### src/core/link_timing_pkg.sv
// constants and carrier types for the radio link timing block
// assumes a 10 MHz system clock and a host-side command decoder
`default_nettype none

package link_timing_pkg;

   // ==============================
   // command codes
   localparam logic [7:0] CMD_SLEEP_IDLE   = 8'h02;
   localparam logic [7:0] CMD_CHAN_HOLD    = 8'h17;
   localparam logic [7:0] CMD_STREAM_LIMIT = 8'h1a;
   localparam logic [7:0] CMD_DROPPED      = 8'h1b;

   // ==============================
   // reset values and ranges
   localparam logic [15:0] SLEEP_IDLE_RST   = 16'h0064;
   localparam logic [15:0] SLEEP_IDLE_MIN   = 16'h0010;
   localparam logic [7:0]  CHAN_HOLD_RST    = 8'h00;
   localparam logic [15:0] STREAM_LIMIT_RST = 16'hffff;
   localparam logic [15:0] DROPPED_RST      = 16'h0000;

   // ==============================
   // sleep selection codes
   localparam logic [3:0] SLEEP_SEL_OFF       = 4'h0;
   localparam logic [3:0] SLEEP_SEL_PIN       = 4'h1;
   localparam logic [3:0] SLEEP_SEL_SERIAL    = 4'h2;
   localparam logic [3:0] SLEEP_SEL_CYC_FIRST = 4'h3;
   localparam logic [3:0] SLEEP_SEL_CYC_LAST  = 4'h8;

   // ==============================
   // timing
   localparam int CLK_HZ        = 10_000_000;
   localparam int TICK_MS       = 100;
   localparam int SLOT_MS       = 38;
   localparam int TICK_CYCLES   = CLK_HZ / 1000 * TICK_MS;
   localparam int SLOT_CYCLES   = CLK_HZ / 1000 * SLOT_MS;
   localparam logic [15:0] LFSR_SEED = 16'hace1;

   // ==============================
   // carriers
   typedef struct packed {
      logic       valid;
      logic       write;
      logic [7:0] code;
      logic [15:0] data;
   } cmd_req_t;

   typedef struct packed {
      logic       valid;
      logic       ok;
      logic [1:0] nbytes;
      logic [15:0] data;
   } cmd_rsp_t;

endpackage : link_timing_pkg

`default_nettype wire

### src/core/byte_fifo.sv
// parameterised valid/ready fifo, flip-flop storage
// assumes single clock, async active-low reset
`default_nettype none

module byte_fifo #(
   parameter int WIDTH = 8,
   parameter int DEPTH = 4
) (
   input  wire logic             clk_in,
   input  wire logic             rstn_in,
   input  wire logic             wr_valid_in,
   output logic                  wr_ready_out,
   input  wire logic [WIDTH-1:0] wr_data_in,
   output logic                  rd_valid_out,
   input  wire logic             rd_ready_in,
   output logic      [WIDTH-1:0] rd_data_out
);
   localparam int AW = (DEPTH > 1) ? $clog2(DEPTH) : 1;

   logic [WIDTH-1:0] mem_ff [DEPTH];
   logic [AW-1:0]    wp_ff;
   logic [AW-1:0]    rp_ff;
   logic [AW:0]      cnt_ff;
   logic             push;
   logic             pop;

   assign wr_ready_out = (cnt_ff != (AW+1)'(DEPTH));
   assign rd_valid_out = (cnt_ff != '0);
   assign push         = wr_valid_in && wr_ready_out;
   assign pop          = rd_valid_out && rd_ready_in;
   assign rd_data_out  = mem_ff[rp_ff];

   always_ff @(posedge clk_in) begin
      if (push) begin
         mem_ff[wp_ff] <= wr_data_in;
      end
   end

   always_ff @(posedge clk_in or negedge rstn_in) begin
      if (!rstn_in) begin
         wp_ff  <= '0;
         rp_ff  <= '0;
         cnt_ff <= '0;
      end else begin
         if (push) begin
            wp_ff <= (wp_ff == AW'(DEPTH-1)) ? '0 : wp_ff + 1'b1;
         end
         if (pop) begin
            rp_ff <= (rp_ff == AW'(DEPTH-1)) ? '0 : rp_ff + 1'b1;
         end
         cnt_ff <= cnt_ff + (AW+1)'(push) - (AW+1)'(pop);
      end
   end

endmodule : byte_fifo

`default_nettype wire

### src/core/link_timing.sv
// timing and counting behind four radio configuration parameters
// assumes a command decoder on the same clock and an rf engine that
// reports activity, retry exhaustion and session breaks as pulses
`default_nettype none

// Function
// idle time 0x10..0xffff, 100ms units, 2 bytes
// idle time resets to 0x64
// sleep after idle period; activity restarts it
// idle timer only in cyclic/serial sleep
// hold time 8 bits, 100ms units, 1 byte
// zero hold: per-packet session, always sync
// nonzero hold keeps channel open on activity
// sync resent only after pause beyond hold
// host sets hold 100ms above gap
// broken session blocks channel until hold expires
// count packets unacked after all retries
// dropped counter 16 bits, 2 bytes
// dropped counter cleared on reset
// count streamed bytes; at limit, random delay
// limit 16 bits; zero disables delay
// limit resets to 0xffff
// delay 1..span+1 slots of 38ms
// codes 0x02 idle, 0x17 hold
// codes 0x1b dropped, 0x1a limit
// selection 0 off, 1 pin, 3..8 cyclic
// slot count from free-running lfsr
// prescaled ticks, timers restart on reset
module link_timing #(
   parameter int TICK_CYCLES = link_timing_pkg::TICK_CYCLES,
   parameter int SLOT_CYCLES = link_timing_pkg::SLOT_CYCLES,
   parameter int FIFO_DEPTH  = 4
) (
   input  wire logic                      clk_in,
   input  wire logic                      rstn_in,
   input  wire link_timing_pkg::cmd_req_t cmd_in,
   output link_timing_pkg::cmd_rsp_t      rsp_out,
   input  wire logic [3:0]                sleep_selection_in,
   input  wire logic [7:0]                backoff_slot_span_in,
   input  wire logic                      tx_activity_in,
   input  wire logic                      rx_activity_in,
   input  wire logic                      retry_exhausted_in,
   input  wire logic                      session_break_in,
   input  wire logic                      tx_byte_valid_in,
   output logic                           tx_byte_ready_out,
   input  wire logic [7:0]                tx_byte_in,
   output logic                           rf_byte_valid_out,
   input  wire logic                      rf_byte_ready_in,
   output logic      [7:0]                rf_byte_out,
   output logic                           sleep_req_out,
   output logic                           channel_open_out,
   output logic                           channel_blocked_out,
   output logic                           send_sync_out,
   output logic                           backoff_active_out
);
   // ==============================
   // registers
   logic [15:0] sleep_idle_time_ff;
   logic [7:0]  channel_hold_time_ff;
   logic [15:0] stream_byte_limit_ff;
   logic [15:0] dropped_packet_count_ff;
   link_timing_pkg::cmd_rsp_t rsp_ff;

   function automatic logic [15:0] clamp_idle(input logic [15:0] v);
      return (v < link_timing_pkg::SLEEP_IDLE_MIN) ?
             link_timing_pkg::SLEEP_IDLE_MIN : v;
   endfunction : clamp_idle

   // true on the tick that completes the hold period
   function automatic logic hold_done(input logic [7:0] cnt,
                                      input logic [7:0] hold);
      return (8'(cnt + 8'h01) >= hold);
   endfunction : hold_done

   // config registers, host write path
   always_ff @(posedge clk_in or negedge rstn_in) begin
      if (!rstn_in) begin
         sleep_idle_time_ff   <= link_timing_pkg::SLEEP_IDLE_RST;
         channel_hold_time_ff <= link_timing_pkg::CHAN_HOLD_RST;
         stream_byte_limit_ff <= link_timing_pkg::STREAM_LIMIT_RST;
      end else if (cmd_in.valid && cmd_in.write) begin
         case (cmd_in.code)
            link_timing_pkg::CMD_SLEEP_IDLE: begin
               sleep_idle_time_ff <= clamp_idle(cmd_in.data);
            end
            link_timing_pkg::CMD_CHAN_HOLD: begin
               channel_hold_time_ff <= cmd_in.data[7:0];
            end
            link_timing_pkg::CMD_STREAM_LIMIT: begin
               stream_byte_limit_ff <= cmd_in.data;
            end
            default: begin
            end
         endcase
      end
   end

   // response path, one cycle after the command
   always_ff @(posedge clk_in or negedge rstn_in) begin
      if (!rstn_in) begin
         rsp_ff <= '0;
      end else begin
         rsp_ff.valid <= cmd_in.valid;
         rsp_ff.ok    <= 1'b1;
         rsp_ff.data  <= 16'h0000;
         case (cmd_in.code)
            link_timing_pkg::CMD_SLEEP_IDLE: begin
               rsp_ff.nbytes <= 2'd2;
               rsp_ff.data   <= cmd_in.write ? clamp_idle(cmd_in.data)
                                             : sleep_idle_time_ff;
            end
            link_timing_pkg::CMD_CHAN_HOLD: begin
               rsp_ff.nbytes <= 2'd1;
               rsp_ff.data   <= cmd_in.write ? {8'h00, cmd_in.data[7:0]}
                                             : {8'h00, channel_hold_time_ff};
            end
            link_timing_pkg::CMD_STREAM_LIMIT: begin
               rsp_ff.nbytes <= 2'd2;
               rsp_ff.data   <= cmd_in.write ? cmd_in.data
                                             : stream_byte_limit_ff;
            end
            link_timing_pkg::CMD_DROPPED: begin
               rsp_ff.nbytes <= 2'd2;
               rsp_ff.ok     <= !cmd_in.write;
               rsp_ff.data   <= dropped_packet_count_ff;
            end
            default: begin
               rsp_ff.nbytes <= 2'd0;
               rsp_ff.ok     <= 1'b0;
            end
         endcase
      end
   end
   assign rsp_out = rsp_ff;

   // ==============================
   // prescalers
   logic [$clog2(TICK_CYCLES)-1:0] tick_div_ff;
   logic [$clog2(SLOT_CYCLES)-1:0] slot_div_ff;
   logic tick_100ms;
   logic tick_slot;

   assign tick_100ms = (tick_div_ff == ($bits(tick_div_ff))'(TICK_CYCLES-1));
   assign tick_slot  = (slot_div_ff == ($bits(slot_div_ff))'(SLOT_CYCLES-1));

   always_ff @(posedge clk_in or negedge rstn_in) begin
      if (!rstn_in) begin
         tick_div_ff <= '0;
      end else begin
         tick_div_ff <= tick_100ms ? '0 : tick_div_ff + 1'b1;
      end
   end

   // ==============================
   // sleep idle timer
   logic        activity;
   logic        sleep_gated;
   logic [15:0] idle_cnt_ff;

   assign activity = tx_activity_in || rx_activity_in;
   assign sleep_gated = (sleep_selection_in == link_timing_pkg::SLEEP_SEL_SERIAL)
      || ((sleep_selection_in >= link_timing_pkg::SLEEP_SEL_CYC_FIRST)
      && (sleep_selection_in <= link_timing_pkg::SLEEP_SEL_CYC_LAST));

   always_ff @(posedge clk_in or negedge rstn_in) begin
      if (!rstn_in) begin
         idle_cnt_ff   <= '0;
         sleep_req_out <= 1'b0;
      end else if (activity || !sleep_gated) begin
         idle_cnt_ff   <= '0;
         sleep_req_out <= 1'b0;
      end else if (tick_100ms && !sleep_req_out) begin
         idle_cnt_ff <= idle_cnt_ff + 1'b1;
         if (idle_cnt_ff + 16'h0001 >= sleep_idle_time_ff) begin
            sleep_req_out <= 1'b1;
         end
      end
   end

   // ==============================
   // channel hold session
   logic [7:0] hold_cnt_ff;
   logic       session_ff;
   logic       blocked_ff;
   logic       hold_on;

   assign hold_on = (channel_hold_time_ff != 8'h00);

   always_ff @(posedge clk_in or negedge rstn_in) begin
      if (!rstn_in) begin
         hold_cnt_ff <= '0;
         session_ff  <= 1'b0;
         blocked_ff  <= 1'b0;
      end else if (!hold_on) begin
         hold_cnt_ff <= '0;
         session_ff  <= 1'b0;
         blocked_ff  <= 1'b0;
      end else if (session_break_in && session_ff) begin
         session_ff  <= 1'b0;
         blocked_ff  <= 1'b1;
         hold_cnt_ff <= '0;
      end else if (blocked_ff) begin
         if (tick_100ms) begin
            hold_cnt_ff <= hold_cnt_ff + 1'b1;
            if (hold_done(hold_cnt_ff, channel_hold_time_ff)) begin
               blocked_ff <= 1'b0;
            end
         end
      end else if (activity) begin
         session_ff  <= 1'b1;
         hold_cnt_ff <= '0;
      end else if (session_ff && tick_100ms) begin
         hold_cnt_ff <= hold_cnt_ff + 1'b1;
         if (hold_done(hold_cnt_ff, channel_hold_time_ff)) begin
            session_ff <= 1'b0;
         end
      end
   end

   assign channel_open_out    = session_ff;
   assign channel_blocked_out = blocked_ff;
   assign send_sync_out       = !hold_on || !session_ff;

   // ==============================
   // dropped packet counter
   always_ff @(posedge clk_in or negedge rstn_in) begin
      if (!rstn_in) begin
         dropped_packet_count_ff <= link_timing_pkg::DROPPED_RST;
      end else if (retry_exhausted_in) begin
         dropped_packet_count_ff <= dropped_packet_count_ff + 1'b1;
      end
   end

   // ==============================
   // streaming limit and random back-off
   logic [15:0] lfsr_ff;
   logic [15:0] byte_cnt_ff;
   logic [8:0]  slots_left_ff;
   logic        backoff_ff;
   logic        fifo_out_valid;
   logic        rf_take;
   logic [8:0]  span_p1;

   assign span_p1 = {1'b0, backoff_slot_span_in} + 9'd1;

   always_ff @(posedge clk_in or negedge rstn_in) begin
      if (!rstn_in) begin
         lfsr_ff <= link_timing_pkg::LFSR_SEED;
      end else begin
         lfsr_ff <= {lfsr_ff[14:0],
                     lfsr_ff[15] ^ lfsr_ff[13] ^ lfsr_ff[12] ^ lfsr_ff[10]};
      end
   end

   byte_fifo #(
      .WIDTH (8),
      .DEPTH (FIFO_DEPTH)
   ) u_fifo (
      .clk_in       (clk_in),
      .rstn_in      (rstn_in),
      .wr_valid_in  (tx_byte_valid_in),
      .wr_ready_out (tx_byte_ready_out),
      .wr_data_in   (tx_byte_in),
      .rd_valid_out (fifo_out_valid),
      .rd_ready_in  (rf_byte_ready_in && !backoff_ff),
      .rd_data_out  (rf_byte_out)
   );

   assign rf_byte_valid_out  = fifo_out_valid && !backoff_ff;
   assign rf_take            = rf_byte_valid_out && rf_byte_ready_in;
   assign backoff_active_out = backoff_ff;

   always_ff @(posedge clk_in or negedge rstn_in) begin
      if (!rstn_in) begin
         byte_cnt_ff   <= '0;
         slots_left_ff <= '0;
         backoff_ff    <= 1'b0;
         slot_div_ff   <= '0;
      end else if (backoff_ff) begin
         slot_div_ff <= tick_slot ? '0 : slot_div_ff + 1'b1;
         if (tick_slot) begin
            slots_left_ff <= slots_left_ff - 9'd1;
            if (slots_left_ff == 9'd1) begin
               backoff_ff <= 1'b0;
            end
         end
      end else if (rf_take) begin
         if (stream_byte_limit_ff != 16'h0000 &&
             byte_cnt_ff + 16'h0001 >= stream_byte_limit_ff) begin
            byte_cnt_ff   <= '0;
            backoff_ff    <= 1'b1;
            slot_div_ff   <= '0;
            slots_left_ff <= 9'((lfsr_ff[8:0] % span_p1) + 9'd1);
         end else begin
            byte_cnt_ff <= byte_cnt_ff + 1'b1;
         end
      end else if (!fifo_out_valid) begin
         byte_cnt_ff <= '0; // stream ended
      end
   end

endmodule : link_timing

`default_nettype wire

### config.mk
export PLATFORM = sky130hd
export DESIGN_NAME = link_timing
export DESIGN_NICKNAME = d
export VERILOG_FILES = /design/src/core/link_timing_pkg.sv /design/src/core/byte_fifo.sv /design/src/core/link_timing.sv
export SDC_FILE = /design/constraint.sdc
export NUM_CORES = 1
export LEC_CHECK = 0
export BUFFER_PORTS_ARGS = -buffer_cell sky130_fd_sc_hd__clkbuf_2
export CAP_MARGIN = 25
export CELL_PAD_IN_SITES_DETAIL_PLACEMENT = 0
export CELL_PAD_IN_SITES_GLOBAL_PLACEMENT = 2
export CORE_MARGIN = 2
export CORE_UTILIZATION = 42
export DETAILED_ROUTE_END_ITERATION = 7
export PLACE_DENSITY_LB_ADDON = 0.1
export SYNTH_ARGS = -nofsm -noshare
export SYNTH_HDL_FRONTEND = slang
export SYNTH_HIERARCHICAL = 1
export SYNTH_SLANG_ARGS = --single-unit
export TNS_END_PERCENT = 5
### constraint.sdc
create_clock -name clk_in -period 33.2 [get_ports clk_in]
set_input_delay 1.66 -clock clk_in [delete_from_list [all_inputs] [get_ports clk_in]]
set_output_delay 1.66 -clock clk_in [all_outputs]
set_load 0.05 [all_outputs]
# After elaboration in Yosys (flattened, before gate mapping)
# Memories as Yosys holds them, arrays and structs flattened.
# Index checks and enable logic that the tools add are counted.
dict set report word_totals {
  reg_bits 191
  ramBits 32
  in_bits 54
  out_inout_bits 35
  elab_cells 154
  n_memories 1
}
# name words width read_ports rd_ports_with_merged_regs wr line
set mem_list {}
lappend mem_list {u_fifo.mem_ff 4 8 1 0 1 byte_fifo.sv:20} ;# logic [WIDTH-1:0] mem_ff [DEPTH];
dict set report op_classes {
  n_addsub 13
  div 1
  n_lt_le_gt_ge 6
  eq_ne 18
  n_mux 50
  bitwise_logic 4
  reduce_logical 39
}
# op count
set op_table {}
lappend op_table {{$mux W16} 8}
lappend op_table {{$mux W19} 4}
lappend op_table {{$pmux W16 S4} 1}
lappend op_table {{$mux W8} 7}
lappend op_table {{$add A16 B1 Y16 const B} 3}
lappend op_table {{$mux W9} 4}
lappend op_table {{$ge A16 B16 Y1} 2}
lappend op_table {{$eq A8 B5 Y1 const B} 3}
lappend op_table {{$mux W1} 21}
lappend op_table {{$add A20 B1 Y20 const B} 1}
lappend op_table {{$eq A20 B20 Y1 const B} 1}
lappend op_table {{$mux W20} 1}
lappend op_table {{$add A19 B1 Y19 const B} 1}
lappend op_table {{$eq A19 B19 Y1 const B} 1}
lappend op_table {{$lt A16 B5 Y1 const B} 1}
lappend op_table {{$reduce_bool A16 Y1} 1}
lappend op_table {{$reduce_and A2 Y1} 7}
lappend op_table {{$logic_and A1 B1 Y1} 11}
lappend op_table {{$add A8 B1 Y9 const B} 1}
lappend op_table {{$add A9 B1 Y9 const B} 1}
lappend op_table {{$eq A9 B1 Y1 const B} 1}
lappend op_table {{$mod A9 B9 Y9} 1}
lappend op_table {{$sub A9 B1 Y9 const B} 1}
lappend op_table {{$add A8 B1 Y8 const B} 1}
lappend op_table {{other kinds (28)} 47}

# Depth between registers and ports, before layout
dict set report depth {
  depth_word 8
  mapped_depth 72
  ltp_nobuf 66
}

# By module
# Netlist, hierarchy kept.
# mod n_inst cells_per_inst area_each_um2
set by_module_without_submodules {}
lappend by_module_without_submodules {link_timing 1 1427 12438.2}
lappend by_module_without_submodules {byte_fifo 1 85 1625.3}

# Worst setup path after synthesis
# Ideal clock, no wire load.
dict set report synth_timing {
  path_type {input to register}
  from {in backoff_slot_span_in[0]}
  to {reg slots_left_ff[7]}
  setup_time_ns 0.142
  arrival_ns 14.727
  setup_slack_ns 18.330
  stages 66
  cell_sequence {ha_1 buf_2 nor4b_1 and3_1 or2_2 buf_2 nand3_1 mux2i_1 ha_1 o21ai_0 nand2b_1 nor2_1 o31ai_1 and2_1 ha_1 a21oi_1 a22o_1 or2_2 [30 not listed] a21oi_1 nand2_1 ha_1 nand2_1 o21ai_0 nor2_1 a21oi_1 mux2_2 ha_1 or4_1 o22ai_1 o21a_1 buf_2 nand3_1 a21boi_0 nor4b_1 xor2_1 o221ai_1}
}
dict set report synth_via {
  elab_chain_len 6
}
# item line
set synth_rtl {}
lappend synth_rtl {{start: declaration} link_timing.sv:39} ;# input wire logic [7:0] backoff_slot_span_in,
lappend synth_rtl {{$add A8 B1 Y9} link_timing.sv:244} ;# assign span_p1 = {1'b0, backoff_slot_span_in} + 9'd1;
lappend synth_rtl {{$mod A9 B9 Y9} link_timing.sv:293} ;# slots_left_ff <= 9'((lfsr_ff[8:0] % span_p1) + 9'd1);
lappend synth_rtl {{$add A9 B1 Y9} link_timing.sv:293}
lappend synth_rtl {{$mux W9} link_timing.sv:288} ;# if (stream_byte_limit_ff != 16'h0000 &&
lappend synth_rtl {{$mux W9} link_timing.sv:287} ;# end else if (rf_take) begin
lappend synth_rtl {{$mux W9} link_timing.sv:279} ;# end else if (backoff_ff) begin
lappend synth_rtl {{end signal: assignment} link_timing.sv:282} ;# slots_left_ff <= slots_left_ff - 9'd1;
lappend synth_rtl {{end signal: assignment} link_timing.sv:293}
lappend synth_rtl {{end: declaration} link_timing.sv:238} ;# logic [8:0] slots_left_ff;
# No other way between the ends. The select of a mux whose other input is x is not followed.
# A chain may end at the register's enable or synchronous reset.

# Worst setup path after layout
# Same ends and word-level chain as after synthesis.

==> run metrics <==
final-report hold violation count=0; CTS sink count=223; wire length of the first global-routing pass=58200 um; data arrival at the endpoint of the critical path=17.01 ns; std cell rows=67; net count after synthesis=1671; initial core utilization=42.3%; worst-margin pin slew=1.01 ns; post-synthesis register bit count=223; Most common cell on crit path=sky130_fd_sc_hd__ha_1; Horiz. Die Dim=187 um; Final #Nets=1752; Port Buf Inserts=88; die area=35000 sq um; sum of net half-perimeters after detailed placement=25700 um; number of warnings reported in the yosys synthesis log=6; drt first-iter violations=638; Worst Hold Class=register to register; Die Y=187 um; Leakage Power=7.62 nW; post-synthesis area per instance=9.30 sq um; highest clock rate=0.0602 GHz; clock tree from TritonCTS=done; Req. time, crit path=33.60 ns; final critical-path required period=16.60 ns; insertion delay to the later sink of the worst-skew pair=0.54 ns; total routed wirelength=35000 um; average detailed-routed wire length per instance=17.0 um; post-detailed-route count of antenna-violating nets=0; async set-or-reset flop fraction in the synthesized netlist=85.7%; most frequent cells in the layout=sky130_fd_sc_hd__nand2_1 (175), sky130_fd_sc_hd__dfrtp_1 (164), sky130_fd_sc_hd__o21ai_0 (135); clock slew seen by the registers of the worst setup and hold paths=0.06 ns; class of the most critical setup path=input pin to register; final setup fails=0; count of pins on the block boundary=89; cell area after synthesis=14100 sq um; most common library cell in the layout ignoring fill and taps=sky130_fd_sc_hd__nand2_1; clk buf depth=3; clock tree skew after final layout=0.0270 ns; Floorplan Core Area=33300 sq um; number of CTS-inserted buffers=26; deepest level of the CTS H-tree=1; total overflow reported by the global router=0; peak ir drop on the vdd network=36.4 uV; worst hold slack=0.356 ns; vias after detailed routing=11132; post_cts resized=0; quantity of hold-fixing buffers added after cts=0; clock root buffer=sky130_fd_sc_hd__clkbuf_16; Area Overhead vs Synth=12.7%; kind of capture point of the worst setup path=register; max_cap viols=0; most used flip-flop cell after synthesis=sky130_fd_sc_hd__dfrtp_1; setup fix buffers added after clock tree synthesis=0; count of flip-flops with a built-in enable after synthesis=32; share of cells above drive strength 1=12.7%; post-synthesis instance total=1512; via count of the first global-routing pass=10926; dominant cell type by area after synthesis=sky130_fd_sc_hd__dfrtp_1; GRT Resource Usage Total=20.2%; share of Yosys cell area claimed by the top area cell type=29.2%; cells taking the most area after synthesis=sky130_fd_sc_hd__dfrtp_1 (29%), sky130_fd_sc_hd__ha_1 (9.2%), sky130_fd_sc_hd__edfxtp_1 (6.8%); Max transition margin=33.0%; Max FO, Critical Path=15; CP max stage cell=sky130_fd_sc_hd__a21oi_1; vias per std cell=5.40; status=finished, final reports clean; router iterations before antenna repair=7; Pwr Density=44.6 nW/um^2; initial antenna violation count=0; Final Cycle Share=50.0%; RSZ-0062 raised after global routing=false; number of slew-limit violations in the final report=0; setup total negative slack=0 ns; kind of launch point of the worst setup path=input pin; sequential element share of the synthesized area=41.1%; number of different library cells in the post-synthesis netlist=78; largest net degree at the start of global routing=68; longest individual stage delay on the worst path=0.70 ns; routability congestion estimate from global placement=0.864; drt drc=0
[Yosys cell counts (all sizes together) (18+ instances only)]
| cell | number |
|---|---|
| dfstp | 27 |
| nand3 | 57 |
| xor2 | 64 |
| a21oi | 52 |
| nand2 | 175 |
| xnor2 | 61 |
| edfxtp | 32 |
| nor2 | 121 |
| nand2b | 30 |
| clkbuf | 39 |
| a22oi | 23 |
| nor3 | 18 |
| inv | 74 |
| ha | 103 |
| and3 | 46 |
| o21ai | 137 |
| a21o | 30 |
| dfrtp | 164 |
[state kept, by name, indices dropped and copies added (netlist names), 2 cells and up]
| register | flops |
|---|---|
| u_fifo/mem_ff | 32 |
| rsp_out | 20 |
| tick_div_ff | 20 |
| slot_div_ff | 19 |
| byte_cnt_ff | 16 |
| dropped_packet_count_ff | 16 |
| idle_cnt_ff | 16 |
| lfsr_ff | 16 |
| sleep_idle_time_ff | 16 |
| stream_byte_limit_ff | 16 |
| slots_left_ff | 9 |
| channel_hold_time_ff | 8 |
| hold_cnt_ff | 8 |
| u_fifo/cnt_ff | 3 |
| u_fifo/rp_ff | 2 |
| u_fifo/wp_ff | 2 |
[worst max-delay path: cells and delay by family]
family	cells	cell delay [ns]
fa+ha+maj	9	2.75
mux	5	1.52
xor+xnor	1	0.17
buf+inv	5	0.75
compound gates	23	5.95
simple gates	21	4.12
[cells by family (layout without fill, tap and decap cells)]
family / count (synthesis) / count (layout) / share of synthesized area, %
compound gates: 352 / 352 / 16.1
simple gates: 554 / 554 / 19.3
flops: 223 / 223 / 41.1
buf+inv: 125 / 226 / 3.53
mux: 28 / 28 / 2.78
other cells: 0 / 1 / 0
fa+ha+maj: 105 / 105 / 9.45
xor+xnor: 125 / 125 / 7.78
[power breakdown]
group | internal, W | total (W) | switching [W]
clock | 0.000173 | 0.000288 | 0.000116
sequential | 0.000298 | 0.000313 | 0.0000154
combinational | 0.0000383 | 0.000106 | 0.0000675
[stage by stage]
stage / cell area, sq um / power, W / worst slack (ns) / std cells / utilization [%]
6_report: 15800 / 0.000707 / 16.60 / 2062 / 47.6
4_1_cts: 15800 / 0.000717 / 16.78 / 2061 / 47.6
5_1_grt: 15800 / 0.000741 / 15.28 / 2061 / 47.6
2_1_floorplan: 14100 / 0.000388 / 18.33 / 1512 / -
3_3_place_gp: 15000 / 0.000423 / 16.61 / 2012 / 45.0
3_5_place_dp: 15000 / 0.000424 / 16.27 / 2013 / 45.0
[worst paths after layout]
path	startpoint	end	slack, ns	depth (start not counted)
worst max-delay path	backoff_slot_span_in[0]	slots_left_ff[7]	16.60	64
worst min-delay path	lfsr_ff[14]	lfsr_ff[15]	0.36	0
worst max register to register	lfsr_ff[8]	slots_left_ff[7]	18.25	62
worst min register to register	lfsr_ff[14]	lfsr_ff[15]	0.36	0
max in group asynchronous	rstn_in	byte_cnt_ff[4]	30.72	2
min in group asynchronous	rstn_in	slot_div_ff[7]	1.13	1
[per-layer routing]
metal  routed length (um)  global-route usage [%]  vias up
li1                     -                       -     5586
met1                17400                    29.6     5333
met2                16000                    32.2      171
met3                  984                    2.29       42
met4                  625                    4.30        0
met5                    0                       0        -
[area by class of cell]
cell class / instances / area, sq um
tap: 448 / 561
multi-input combinational: 1164 / 7790
antenna: 1 / 2.50
fill: 3247 / 17400
timing repair buffer: 104 / 573
clock inverter: 13 / 158
inverter: 74 / 278
sequential: 223 / 5770
clock buffer: 35 / 704
Power figures use the tool's default switching activity.
